`src/pkg/mpt_pkg.sv`:
```
// Purpose: constants and types of the match based pwm timer
// Assumes: axi4-lite register access, 32-bit data, one clock
// Notes:   byte offsets, word aligned
//
// What this block does
// - a cycle match clears the counter and sets the shared period
// - single-edge output uses cycle match plus one match for its edge
// - extra single-edge output costs one match, double-edge costs two
// - single-edge outputs go high at cycle match unless held low
// - double-edge output uses cycle match plus rising and falling matches
// - rising first gives positive pulse, falling first gives negative pulse
// - both double edges may sit anywhere in the period, any order
// - seven match registers serve six single or three double outputs
// - per match: continue, stop or reset, each with optional flag
// - period and width take any whole count value
// - in pwm mode new match values apply only at period start after release
// - timer counts clock cycles, counter counts capture input edges
// - with pwm off it is a plain 32-bit timer with prescaler
// - capture edge copies counter into capture register, optional flag
package mpt_pkg;

	// ---------------------------------------------------------------
	// register offsets
	// ---------------------------------------------------------------
	localparam logic [7:0] OFF_CTRL     = 8'h00;
	localparam logic [7:0] OFF_PRESCALE = 8'h04;
	localparam logic [7:0] OFF_PSCOUNT  = 8'h08;
	localparam logic [7:0] OFF_COUNT    = 8'h0C;
	localparam logic [7:0] OFF_MCTRL    = 8'h10;
	localparam logic [7:0] OFF_PWMCTRL  = 8'h14;
	localparam logic [7:0] OFF_RELEASE  = 8'h18;
	localparam logic [7:0] OFF_FLAGS    = 8'h1C;
	localparam logic [7:0] OFF_CAP0     = 8'h20;
	localparam logic [7:0] OFF_CAP1     = 8'h24;
	localparam logic [7:0] OFF_CAPCTRL  = 8'h28;
	localparam logic [7:0] OFF_MATCH0   = 8'h40;

	// ---------------------------------------------------------------
	// field positions and codes
	// ---------------------------------------------------------------
	localparam int          NUM_MATCH  = 7;
	localparam int          NUM_OUT    = 6;
	localparam int          CTRL_EN    = 0;
	localparam int          CTRL_CLR   = 1;
	localparam int          CTRL_PWM   = 2;
	localparam int          CTRL_MODE  = 3;
	localparam int          CTRL_INSEL = 5;
	localparam int          PWM_ENA    = 8;
	localparam int          FLAG_CAP   = 7;
	localparam logic [1:0]  RESP_OKAY  = 2'b00;
	localparam logic [1:0]  RESP_SLV   = 2'b10;

	// ---------------------------------------------------------------
	// bus carriers and block state
	// ---------------------------------------------------------------
	typedef struct packed {
		logic        awvalid;
		logic [7:0]  awaddr;
		logic        wvalid;
		logic [31:0] wdata;
		logic [3:0]  wstrb;
		logic        bready;
		logic        arvalid;
		logic [7:0]  araddr;
		logic        rready;
	} mpt_axi_req_s;

	typedef struct packed {
		logic        awready;
		logic        wready;
		logic        bvalid;
		logic [1:0]  bresp;
		logic        arready;
		logic        rvalid;
		logic [31:0] rdata;
		logic [1:0]  rresp;
	} mpt_axi_rsp_s;

	typedef struct packed {
		logic             aw_held;
		logic [7:0]       aw_addr;
		logic             w_held;
		logic [31:0]      w_data;
		logic [3:0]       w_strb;
		logic             bvalid;
		logic [1:0]       bresp;
		logic             rvalid;
		logic [1:0]       rresp;
		logic [31:0]      rdata;
		logic [5:0]       ctrl;
		logic [31:0]      prescale;
		logic [31:0]      pc;
		logic [31:0]      tc;
		logic [20:0]      mctrl;
		logic [4:0]       dbl_sel;
		logic [5:0]       out_ena;
		logic [6:0]       release_bits;
		logic [8:0]       flags;
		logic [1:0][31:0] cap;
		logic [5:0]       capctrl;
		logic [6:0][31:0] shadow;
		logic [6:0][31:0] active;
		logic [5:0]       pwm_out;
		logic [1:0]       sync1;
		logic [1:0]       sync2;
		logic [1:0]       sync3;
	} mpt_state_s;

	localparam mpt_state_s ST_RST = '0;

endpackage

```
`src/verilog/mpt_timer.sv`:
```
// Purpose: match based pwm timer with axi4-lite registers
// Assumes: capture inputs asynchronous, synchronised here
// Notes:   all state held in one struct register
//
// The implementer's own choices: the AXI4-Lite slave port and the register offsets.
`timescale 1ns/1ps
module mpt_timer (
	// clock and reset
	input  wire logic                  clk,
	input  wire logic                  rst_n,
	// register bus
	input  wire mpt_pkg::mpt_axi_req_s axi_req,
	output      mpt_pkg::mpt_axi_rsp_s axi_rsp,
	// pins
	input  wire logic [1:0]            cap_in,
	output      logic [5:0]            pwm_out
);

	// ---------------------------------------------------------------
	// helpers
	// ---------------------------------------------------------------
	function automatic logic [31:0] merge_strb(input logic [31:0] old_v,
		input logic [31:0] new_v, input logic [3:0] strb);
		logic [31:0] r;
		r = old_v;
		for (int b = 0; b < 4; b++) begin
			if (strb[b]) begin
				r[b*8 +: 8] = new_v[b*8 +: 8];
			end
		end
		return r;
	endfunction

	function automatic logic is_match(input logic [7:0] a);
		return (a >= mpt_pkg::OFF_MATCH0) && (a < mpt_pkg::OFF_MATCH0 + 8'h1C);
	endfunction

	function automatic logic [2:0] match_idx(input logic [7:0] a);
		logic [7:0] d;
		d = a - mpt_pkg::OFF_MATCH0;
		return d[4:2];
	endfunction

	function automatic logic [32:0] rd_word(input mpt_pkg::mpt_state_s st,
		input logic [7:0] addr);
		logic [7:0] a;
		a = {addr[7:2], 2'b00};
		if (is_match(a)) begin
			return {1'b1, st.shadow[match_idx(a)]};
		end
		case (a)
			mpt_pkg::OFF_CTRL:     return {1'b1, 26'h0, st.ctrl};
			mpt_pkg::OFF_PRESCALE: return {1'b1, st.prescale};
			mpt_pkg::OFF_PSCOUNT:  return {1'b1, st.pc};
			mpt_pkg::OFF_COUNT:    return {1'b1, st.tc};
			mpt_pkg::OFF_MCTRL:    return {1'b1, 11'h0, st.mctrl};
			mpt_pkg::OFF_PWMCTRL:  return {1'b1, 18'h0, st.out_ena, 2'b00, st.dbl_sel, 1'b0};
			mpt_pkg::OFF_RELEASE:  return {1'b1, 25'h0, st.release_bits};
			mpt_pkg::OFF_FLAGS:    return {1'b1, 23'h0, st.flags};
			mpt_pkg::OFF_CAP0:     return {1'b1, st.cap[0]};
			mpt_pkg::OFF_CAP1:     return {1'b1, st.cap[1]};
			mpt_pkg::OFF_CAPCTRL:  return {1'b1, 26'h0, st.capctrl};
			default:               return 33'h0_0000_0000;
		endcase
	endfunction

	// ---------------------------------------------------------------
	// state and next state
	// ---------------------------------------------------------------
	mpt_pkg::mpt_state_s s;
	mpt_pkg::mpt_state_s next_s;
	logic [6:0]          hit;
	logic                tick;
	logic                inc;
	logic                run;
	logic                pwm_en;
	logic [1:0]          rise;
	logic [1:0]          fall;
	logic [1:0]          cap_ev;
	logic [8:0]          flag_set;
	logic [32:0]         rd;
	logic [32:0]         rq;
	logic [31:0]         wv;

	// bus handshakes from held state
	assign axi_rsp.awready = !s.aw_held && !s.bvalid;
	assign axi_rsp.wready  = !s.w_held && !s.bvalid;
	assign axi_rsp.bvalid  = s.bvalid;
	assign axi_rsp.bresp   = s.bresp;
	assign axi_rsp.arready = !s.rvalid;
	assign axi_rsp.rvalid  = s.rvalid;
	assign axi_rsp.rdata   = s.rdata;
	assign axi_rsp.rresp   = s.rresp;
	assign pwm_out         = s.pwm_out;

	// next state: timer, outputs, bus
	always_comb begin
		next_s   = s;
		flag_set = '0;
		rd       = 33'h0_0000_0000;
		rq       = 33'h0_0000_0000;
		wv       = 32'h0000_0000;
		pwm_en   = s.ctrl[mpt_pkg::CTRL_PWM];
		run      = s.ctrl[mpt_pkg::CTRL_EN] && !s.ctrl[mpt_pkg::CTRL_CLR];
		// capture synchronisers
		next_s.sync1 = cap_in;
		next_s.sync2 = s.sync1;
		next_s.sync3 = s.sync2;
		rise = s.sync2 & ~s.sync3;
		fall = ~s.sync2 & s.sync3;
		// count source: clock or capture edge
		if (s.ctrl[mpt_pkg::CTRL_MODE +: 2] == 2'b00) begin
			inc = 1'b1;
		end else begin
			inc = (s.ctrl[mpt_pkg::CTRL_MODE] && rise[s.ctrl[mpt_pkg::CTRL_INSEL]])
				|| (s.ctrl[mpt_pkg::CTRL_MODE + 1] && fall[s.ctrl[mpt_pkg::CTRL_INSEL]]);
		end
		tick = run && inc && (s.pc == s.prescale);
		// match compare on every count value
		for (int i = 0; i < mpt_pkg::NUM_MATCH; i++) begin
			hit[i] = tick && (s.tc == s.active[i]);
		end
		// prescaler and counter
		if (s.ctrl[mpt_pkg::CTRL_CLR]) begin
			next_s.pc = 32'h0000_0000;
			next_s.tc = 32'h0000_0000;
		end else if (run && inc) begin
			next_s.pc = tick ? 32'h0000_0000 : s.pc + 32'h0000_0001;
		end
		if (tick) begin
			next_s.tc = s.tc + 32'h0000_0001;
		end
		// match actions
		for (int i = 0; i < mpt_pkg::NUM_MATCH; i++) begin
			if (hit[i] && (s.mctrl[3*i+1] || (i == 0 && pwm_en))) begin
				next_s.tc = 32'h0000_0000;
			end
			if (hit[i] && s.mctrl[3*i+2]) begin
				next_s.ctrl[mpt_pkg::CTRL_EN] = 1'b0;
			end
			flag_set[i] = hit[i] && s.mctrl[3*i];
		end
		// match value transfer from shadow
		for (int i = 0; i < mpt_pkg::NUM_MATCH; i++) begin
			if (!pwm_en) begin
				next_s.active[i] = s.shadow[i];
			end else if (hit[0] && s.release_bits[i]) begin
				next_s.active[i]       = s.shadow[i];
				next_s.release_bits[i] = 1'b0;
			end
		end
		// pwm outputs
		for (int k = 0; k < mpt_pkg::NUM_OUT; k++) begin
			logic dbl;
			logic set_e;
			logic clr_e;
			dbl   = (k > 0) && s.dbl_sel[(k > 0) ? k - 1 : 0];
			set_e = dbl ? hit[k] : hit[0];
			clr_e = hit[k+1];
			if (!pwm_en || !s.out_ena[k]) begin
				next_s.pwm_out[k] = 1'b0;
			end else if (clr_e) begin
				next_s.pwm_out[k] = 1'b0;
			end else if (set_e) begin
				next_s.pwm_out[k] = 1'b1;
			end
		end
		// capture events
		for (int c = 0; c < 2; c++) begin
			cap_ev[c] = (s.capctrl[3*c] && rise[c]) || (s.capctrl[3*c+1] && fall[c]);
			if (cap_ev[c]) begin
				next_s.cap[c] = s.tc;
			end
			flag_set[mpt_pkg::FLAG_CAP + c] = cap_ev[c] && s.capctrl[3*c+2];
		end
		// bus write channels
		if (axi_req.awvalid && axi_rsp.awready) begin
			next_s.aw_held = 1'b1;
			next_s.aw_addr = axi_req.awaddr;
		end
		if (axi_req.wvalid && axi_rsp.wready) begin
			next_s.w_held = 1'b1;
			next_s.w_data = axi_req.wdata;
			next_s.w_strb = axi_req.wstrb;
		end
		if (s.bvalid && axi_req.bready) begin
			next_s.bvalid = 1'b0;
		end
		// register write once address and data are both held
		if (s.aw_held && s.w_held && !s.bvalid) begin
			rd             = rd_word(s, s.aw_addr);
			wv             = merge_strb(rd[31:0], s.w_data, s.w_strb);
			next_s.aw_held = 1'b0;
			next_s.w_held  = 1'b0;
			next_s.bvalid  = 1'b1;
			next_s.bresp   = rd[32] ? mpt_pkg::RESP_OKAY : mpt_pkg::RESP_SLV;
			if (is_match({s.aw_addr[7:2], 2'b00})) begin
				next_s.shadow[match_idx({s.aw_addr[7:2], 2'b00})] = wv;
			end
			case ({s.aw_addr[7:2], 2'b00})
				mpt_pkg::OFF_CTRL:     next_s.ctrl     = wv[5:0];
				mpt_pkg::OFF_PRESCALE: next_s.prescale = wv;
				mpt_pkg::OFF_COUNT:    next_s.tc       = wv;
				mpt_pkg::OFF_MCTRL:    next_s.mctrl    = wv[20:0];
				mpt_pkg::OFF_PWMCTRL: begin
					next_s.dbl_sel = wv[5:1];
					next_s.out_ena = wv[mpt_pkg::PWM_ENA +: 6];
				end
				mpt_pkg::OFF_RELEASE: begin
					next_s.release_bits = next_s.release_bits | (s.w_data[6:0]
						& {7{s.w_strb[0]}});
				end
				mpt_pkg::OFF_FLAGS: begin
					next_s.flags = s.flags & ~(s.w_data[8:0]
						& {{1{s.w_strb[1]}}, {8{s.w_strb[0]}}});
				end
				mpt_pkg::OFF_CAPCTRL:  next_s.capctrl  = wv[5:0];
				default: begin
				end
			endcase
		end
		// hardware set wins over software clear
		next_s.flags = next_s.flags | flag_set;
		// read channel
		if (s.rvalid && axi_req.rready) begin
			next_s.rvalid = 1'b0;
		end
		// bit 32 of the looked-up word marks a mapped address
		if (axi_req.arvalid && axi_rsp.arready) begin
			rq            = rd_word(s, axi_req.araddr);
			next_s.rvalid = 1'b1;
			next_s.rdata  = rq[31:0];
			next_s.rresp  = rq[32] ? mpt_pkg::RESP_OKAY : mpt_pkg::RESP_SLV;
		end
	end

	// state register
	always_ff @(posedge clk or negedge rst_n) begin
		if (!rst_n) begin
			s <= mpt_pkg::ST_RST;
		end else begin
			s <= next_s;
		end
	end
endmodule

```
`config.mk`:
```
export PLATFORM = sky130hd
export DESIGN_NAME = mpt_timer
export DESIGN_NICKNAME = d
export VERILOG_FILES = /design/src/pkg/mpt_pkg.sv /design/src/verilog/mpt_timer.sv
export SDC_FILE = /design/constraint.sdc
export NUM_CORES = 2
export LEC_CHECK = 0
export ABC_AREA = 0
export BUFFER_PORTS_ARGS = -buffer_cell sky130_fd_sc_hd__buf_2
export CAP_MARGIN = 20
export CORE_UTILIZATION = 63
export DETAILED_ROUTE_END_ITERATION = 10
export HOLD_SLACK_MARGIN = 0.03
export PLACE_DENSITY = 0.76
export SKIP_LAST_GASP = 1
export SYNTH_ARGS = -nofsm -noshare
export SYNTH_HDL_FRONTEND = slang
export SYNTH_SLANG_ARGS = --single-unit
```
`constraint.sdc`:
```
create_clock -name clk -period 3.4 [get_ports clk]
set_clock_uncertainty 0.2 [all_clocks]
set_input_delay 0.17 -clock clk [delete_from_list [all_inputs] [get_ports clk]]
set_output_delay 0.17 -clock clk [all_outputs]
set_load 0.005 [all_outputs]
```
# After elaboration in Yosys (flattened, before gate mapping)
# Index checks and enable logic that the tools add are counted.
# W data, S select, Z words.
dict set report word_totals {
  register_bits 764
  input_bits 61
  output_inout_bits 47
}
dict set report classes {
  addsub 4
  n_lt_le_gt_ge 8
  n_eq_ne 35
  mux 121
  bitwise 10
  n_reduce_logical 100
}
# cell n
set op_table {}
lappend op_table {{$mux W32} 31}
lappend op_table {{$pmux W33 S11} 2}
lappend op_table {{$eq A32 B32 Y1} 8}
lappend op_table {{$mux W33} 7}
lappend op_table {{$bwmux W224} 1}
lappend op_table {{$bmux W32 S3} 2}
lappend op_table {{$demux W32 S3} 1}
lappend op_table {{$mux W80} 1}
lappend op_table {{$add A32 B1 Y32 const B} 2}
lappend op_table {{$mux W8} 8}
lappend op_table {{$logic_and A1 B1 Y1} 58}
lappend op_table {{$mux W1} 58}
lappend op_table {{$eq A6 B3 Y1 const B} 8}
lappend op_table {{$mux W37} 1}
lappend op_table {{$eq A6 B4 Y1 const B} 6}
lappend op_table {{$mux W35} 1}
lappend op_table {{$eq A6 B2 Y1 const B} 4}
lappend op_table {{$mux W21} 1}
lappend op_table {{$and A9 B9 Y9} 2}
lappend op_table {{$mux W9} 2}
lappend op_table {{$reduce_bool A3 Y1} 6}
lappend op_table {{$ge A8 B7 Y1 const B} 2}
lappend op_table {{$lt A8 B7 Y1 const B} 2}
lappend op_table {{$ne A2 B1 Y1 const B} 7}
lappend op_table {{other kinds (21)} 57}

# Logic depth before layout (Yosys ltp)
dict set report logic_depth {
  depth_word 21
  mapped_depth 11
}

# Least setup slack after synthesis
# Ideal clock, no wire load.
dict set report synth_timing {
  path_kind {reg-to-reg}
  start {register s[628] in the netlist's numbering}
  end {register s[205] in the netlist's numbering}
  arrival_time_ns 2.371
  required_time_ns 3.075
  path_slack_ns 0.704
  stages_incl_launch_ff 10
  n_path_buf 2
  cell_sequence {dfrtp_1 -> buf_6 -> xor2_1 -> nor4_4 -> nand4_4 -> nor3_4 -> nand2_4 -> o21ai_4 -> buf_12 -> mux2_4}
}
dict set report synth_between {
  elab_chain_cells 5
}
# item line
set synth_lines {}
lappend synth_lines {{start, declared} mpt_timer.sv:70} ;# mpt_pkg::mpt_state_s s;
lappend synth_lines {{start signal, assigned} mpt_timer.sv:240} ;# s <= mpt_pkg::ST_RST;
lappend synth_lines {{start signal, assigned} mpt_timer.sv:242} ;# s <= next_s;
lappend synth_lines {{$eq A32 B32 Y1} mpt_timer.sv:118} ;# tick = run && inc && (s.pc == s.prescale);
lappend synth_lines {{$logic_and A1 B1 Y1} mpt_timer.sv:118}
lappend synth_lines {{$logic_and A1 B1 Y1} mpt_timer.sv:121} ;# hit[i] = tick && (s.tc == s.active[i]);
lappend synth_lines {{$logic_and A1 B1 Y1} mpt_timer.sv:147} ;# end else if (hit[0] && s.release_bits[i]) begin
lappend synth_lines {{$ne A2 B1 Y1 (no line)} -}
# Every way passes these cells.
# A chain may end at the register's enable or synchronous reset.

# Final worst setup path
dict set report layout_timing {
  start {register s[595] in the netlist's numbering}
  end {register s[32] in the netlist's numbering}
}
dict set report layout_between {
  elab_chain_cells 4
}
# item line
set layout_lines {}
lappend layout_lines {{$eq A32 B32 Y1} mpt_timer.sv:121}
lappend layout_lines {{$logic_and A1 B1 Y1} mpt_timer.sv:121}
lappend layout_lines {{$logic_and A1 B1 Y1} mpt_timer.sv:147}
lappend layout_lines {{$ne A2 B1 Y1 (no line)} -}
# Every way passes these cells.

==> summary.md <==
| Metric | Value |
|---|---|
| Post-layout minimum cycle time | `3300 ps` |
| CTS Buffer Depth | `3` |
| Adder-Cell Fraction of Synth Area | `0.0624%` |
| Post-route antenna net violation count | `0` |
| 1st-pass router iterations | `10` |
| Final setup viols | `0` |
| Startpoint Class | `flip-flop` |
| HP Class | `primary input to flip-flop` |
| Leading area contributor after synthesis | `dfrtp_1` |
| Cell variety after synth | `84` |
| Post-CTS Setup Inserts | `0` |
| Clk sinks | `760` |
| Post-Route WL | `156000 µm` |
| Htree depth | `3` |
| I/O pin count | `108` |
| Status | `completed` |
| Total negative setup slack | `0 ps` |
| Violation count after the first detailed-routing iteration | `5297` |
| Hold Vio Cnt, Final | `0` |
| Compound-Gate Fraction of Synth Area | `12.1%` |
| Routability cong. | `1.03` |
| Vias in the first global route | `32400` |
| Total track usage | `48.8%` |
| Global-route wire length before repair | `224000 µm` |
| Layout area overhead | `16.0%` |
| Leak pwr | `22.4 nW` |
| CTS tree | `built` |
| Synth Area in Simple Gates | `8.47%` |
| Fin crit share | `97.1%` |
| Synth top area cells | `dfrtp_1 47%, mux2_2 13%, xor2_1 5.5%, mux4_2 4.0%, o21ai_0 3.5%` |
| Register area | `19000 µm²` |
| Antenna violations before repair | `4` |
| Cell count after synthesis | `3481` |
| Synth warn | `0` |
| Cts bufs inserted | `82` |
| Total grt overflow | `0` |
| Worst-Margin Slew | `1210 ps` |
| Layout Cells excl Fill | `4614` |
| Layout cell share with drive strength beyond 1 | `31.5%` |
| Initial Utilization | `63.7%` |
| Die height | `254 µm` |
| CP Class | `flip-flop to flip-flop` |
| Peak fanout along the critical path | `32` |
| N_diodes | `0` |
| Unrepaired setup endpoints after global routing | `false` |
| Ys flop type | `dfrtp_1` |
| Seq/Total Area, Yosys | `47.4%` |
| Filler instances | `4249` |
| Die area | `64700 µm²` |
| Largest net degree at the start of global routing | `100` |
| Die Width | `254 µm` |
| Multi-input logic area | `19200 µm²` |
| Post-synthesis mux area share | `20.4%` |
| Post-Synth XOR/XNOR Area | `6.61%` |
| Total number of vias | `32900` |
| #FFs+latches synth | `760` |
| Fmax | `303 MHz` |
| Clock transition at path regs | `60 ps` |
| Max-cap violations | `0` |
| Cell area after synthesis | `40100 µm²` |
| # nets final | `3768` |
| Post-synth EDFFs | `0` |
| Placed Cells | `4407` |
| Floorplan core area | `63000 µm²` |
| DRC errors left | `0` |
| Maximum VDD drop | `0.639 mV` |
| CTS Root Cell | `clkbuf_16` |
| Async SR Flop Fraction | `100%` |
| Port bufs | `101` |
| Post-synth top area share | `47.4%` |
| Avg WL per Cell | `33.8 µm` |
| Slew Viols, Final | `0` |
| Worst setup EP type | `flip-flop` |
| Power Dens Cells | `951 nW/µm²` |
| Hold Worst Slack | `48.9 ps` |
| DPL Wire Length | `109000 µm` |
| Rows | `92` |
| CP required | `3720 ps` |
| CP Data Arrival Time | `3630 ps` |
| Syn Area/Cell | `11.5 µm²` |
| PnR worst setup slack | `98.2 ps` |
| Slew margin rel. | `19.5%` |
| DP Worst Slack | `159 ps` |
| Clock latency on the worst-skew pair | `660 ps` |
| Largest family of logic cells by synthesized area | `multiplexers` |
| Avg Vias per Cell | `7.14` |
==> where the power goes <==
group / internal [mW] / switching [mW] / total [mW]
clock: 5.37 / 3.90 / 9.27
sequential: 11.9 / 3.32 / 15.2
combinational: 8.06 / 11.7 / 19.8
total: 25.3 / 19.0 / 44.3
==> cells by family (layout without fill, tap and decap cells) <==
kind of cell	Yosys count	after routing
adder cells (fa/ha/maj)	2	2
other	1	2
AND/OR/NAND/NOR	668	668
AO/OA/AOI/OAI	704	704
XOR/XNOR	302	302
multiplexers	655	655
flip-flops	760	760
buffers and inverters	389	675
==> what timing repair did <==
item / 4_1_cts / 5_1_grt
resized for setup: 0 / 1
hold buffers: 60 / 0
endpoints found under the setup margin: 0 / 42
endpoints found under the hold margin: 686 / 0
==> cell usage after synthesis, types with 14 or more instances <==
| cell type | count |
|---|---|
| a222oi_1 | 36 |
| mux2i_1 | 97 |
| o32ai_1 | 14 |
| nand4_1 | 50 |
| a211oi_1 | 15 |
| mux4_2 | 71 |
| buf_1 | 22 |
| nor2_1 | 45 |
| and3_1 | 16 |
| inv_1 | 42 |
| a21oi_1 | 51 |
| nand3_1 | 55 |
| o21ai_0 | 282 |
| o31ai_1 | 19 |
| mux2_2 | 451 |
| o211ai_1 | 42 |
| xnor2_1 | 47 |
| buf_4 | 60 |
| xor2_1 | 254 |
| nand2_1 | 338 |
| mux2_4 | 30 |
| a22oi_1 | 60 |
| a221oi_1 | 36 |
| o21ai_1 | 17 |
| dfrtp_1 | 760 |
| a22o_1 | 43 |
| nor3_1 | 25 |
| nor4_1 | 58 |
| buf_6 | 24 |
| buf_2 | 80 |
| clkbuf_1 | 157 |
==> registers in the layout (all words and copies together), names as in the netlist <==
name	cells
s	713
axi_rsp	36
next_s	4
pwm_en	1
pwm_out	6
==> cells in the final DEF (no fill, tap or decap), drive strengths merged, types with 55 or more instances in the layout <==
master	Yosys	layout
dfrtp	760	760
mux2	487	487
buf	189	427
nand2	339	339
o21ai	306	306
xor2	255	255
clkbuf	158	117
mux2i	97	97
nor4	74	74
mux4	71	71
a22oi	60	60
dlygate4sd3	0	59
nand3	55	55
==> area by class of cell <==
cell class,instances,area share [%]
inverter,42,0.339
tap,846,2.27
sequential,760,40.9
clock inverter,30,0.750
timing repair buffer,486,9.33
clock buffer,117,5.14
multi-input combinational,2333,41.3
==> path summary, 6_finish.rpt <==
path / end / cells after the start / startpoint / slack (ps)
max: s[32] / 10 / s[595] / 100
min: s[731] / 4 / axi_req[47] / 50
max reg2reg: s[32] / 10 / s[595] / 100
min reg2reg: next_s[0] / 0 / next_s[2] / 150
max in group asynchronous: s[260] / 3 / rst_n / 2340
min in group asynchronous: s[469] / 3 / rst_n / 60
==> stage by stage <==
step	area [µm²]	utilization, %	power, mW
final	46500	73.9	44.3
after global routing	46500	73.9	45.2
after CTS	46500	73.9	43.0
after detailed placement	43200	68.5	33.7
after global placement	43200	68.5	33.1
after floorplan	40100	-	24.2
==> worst max-delay path, cell delays in order (launching register included) <==
cell	delay, ps
dfrtp_1	580
xor2_1	260
nor4_2	510
nand4_1	160
nor2_2	140
buf_4	190
nand2_4	60
buf_12	160
o21ai_4	150
buf_12	300
mux2_2	390
==> layer usage <==
| layer | up-vias | global-route usage [%] | wire, µm |
|---|---|---|---|
| met5 | - | 1.88 | 216 |
| met4 | 10 | 30.6 | 11700 |
| met3 | 631 | 17.5 | 21900 |
| met2 | 2601 | 69.5 | 65700 |
| met1 | 16600 | 63.3 | 56600 |
| li1 | 13100 | - | - |
(Power assumes the default switching activity.)
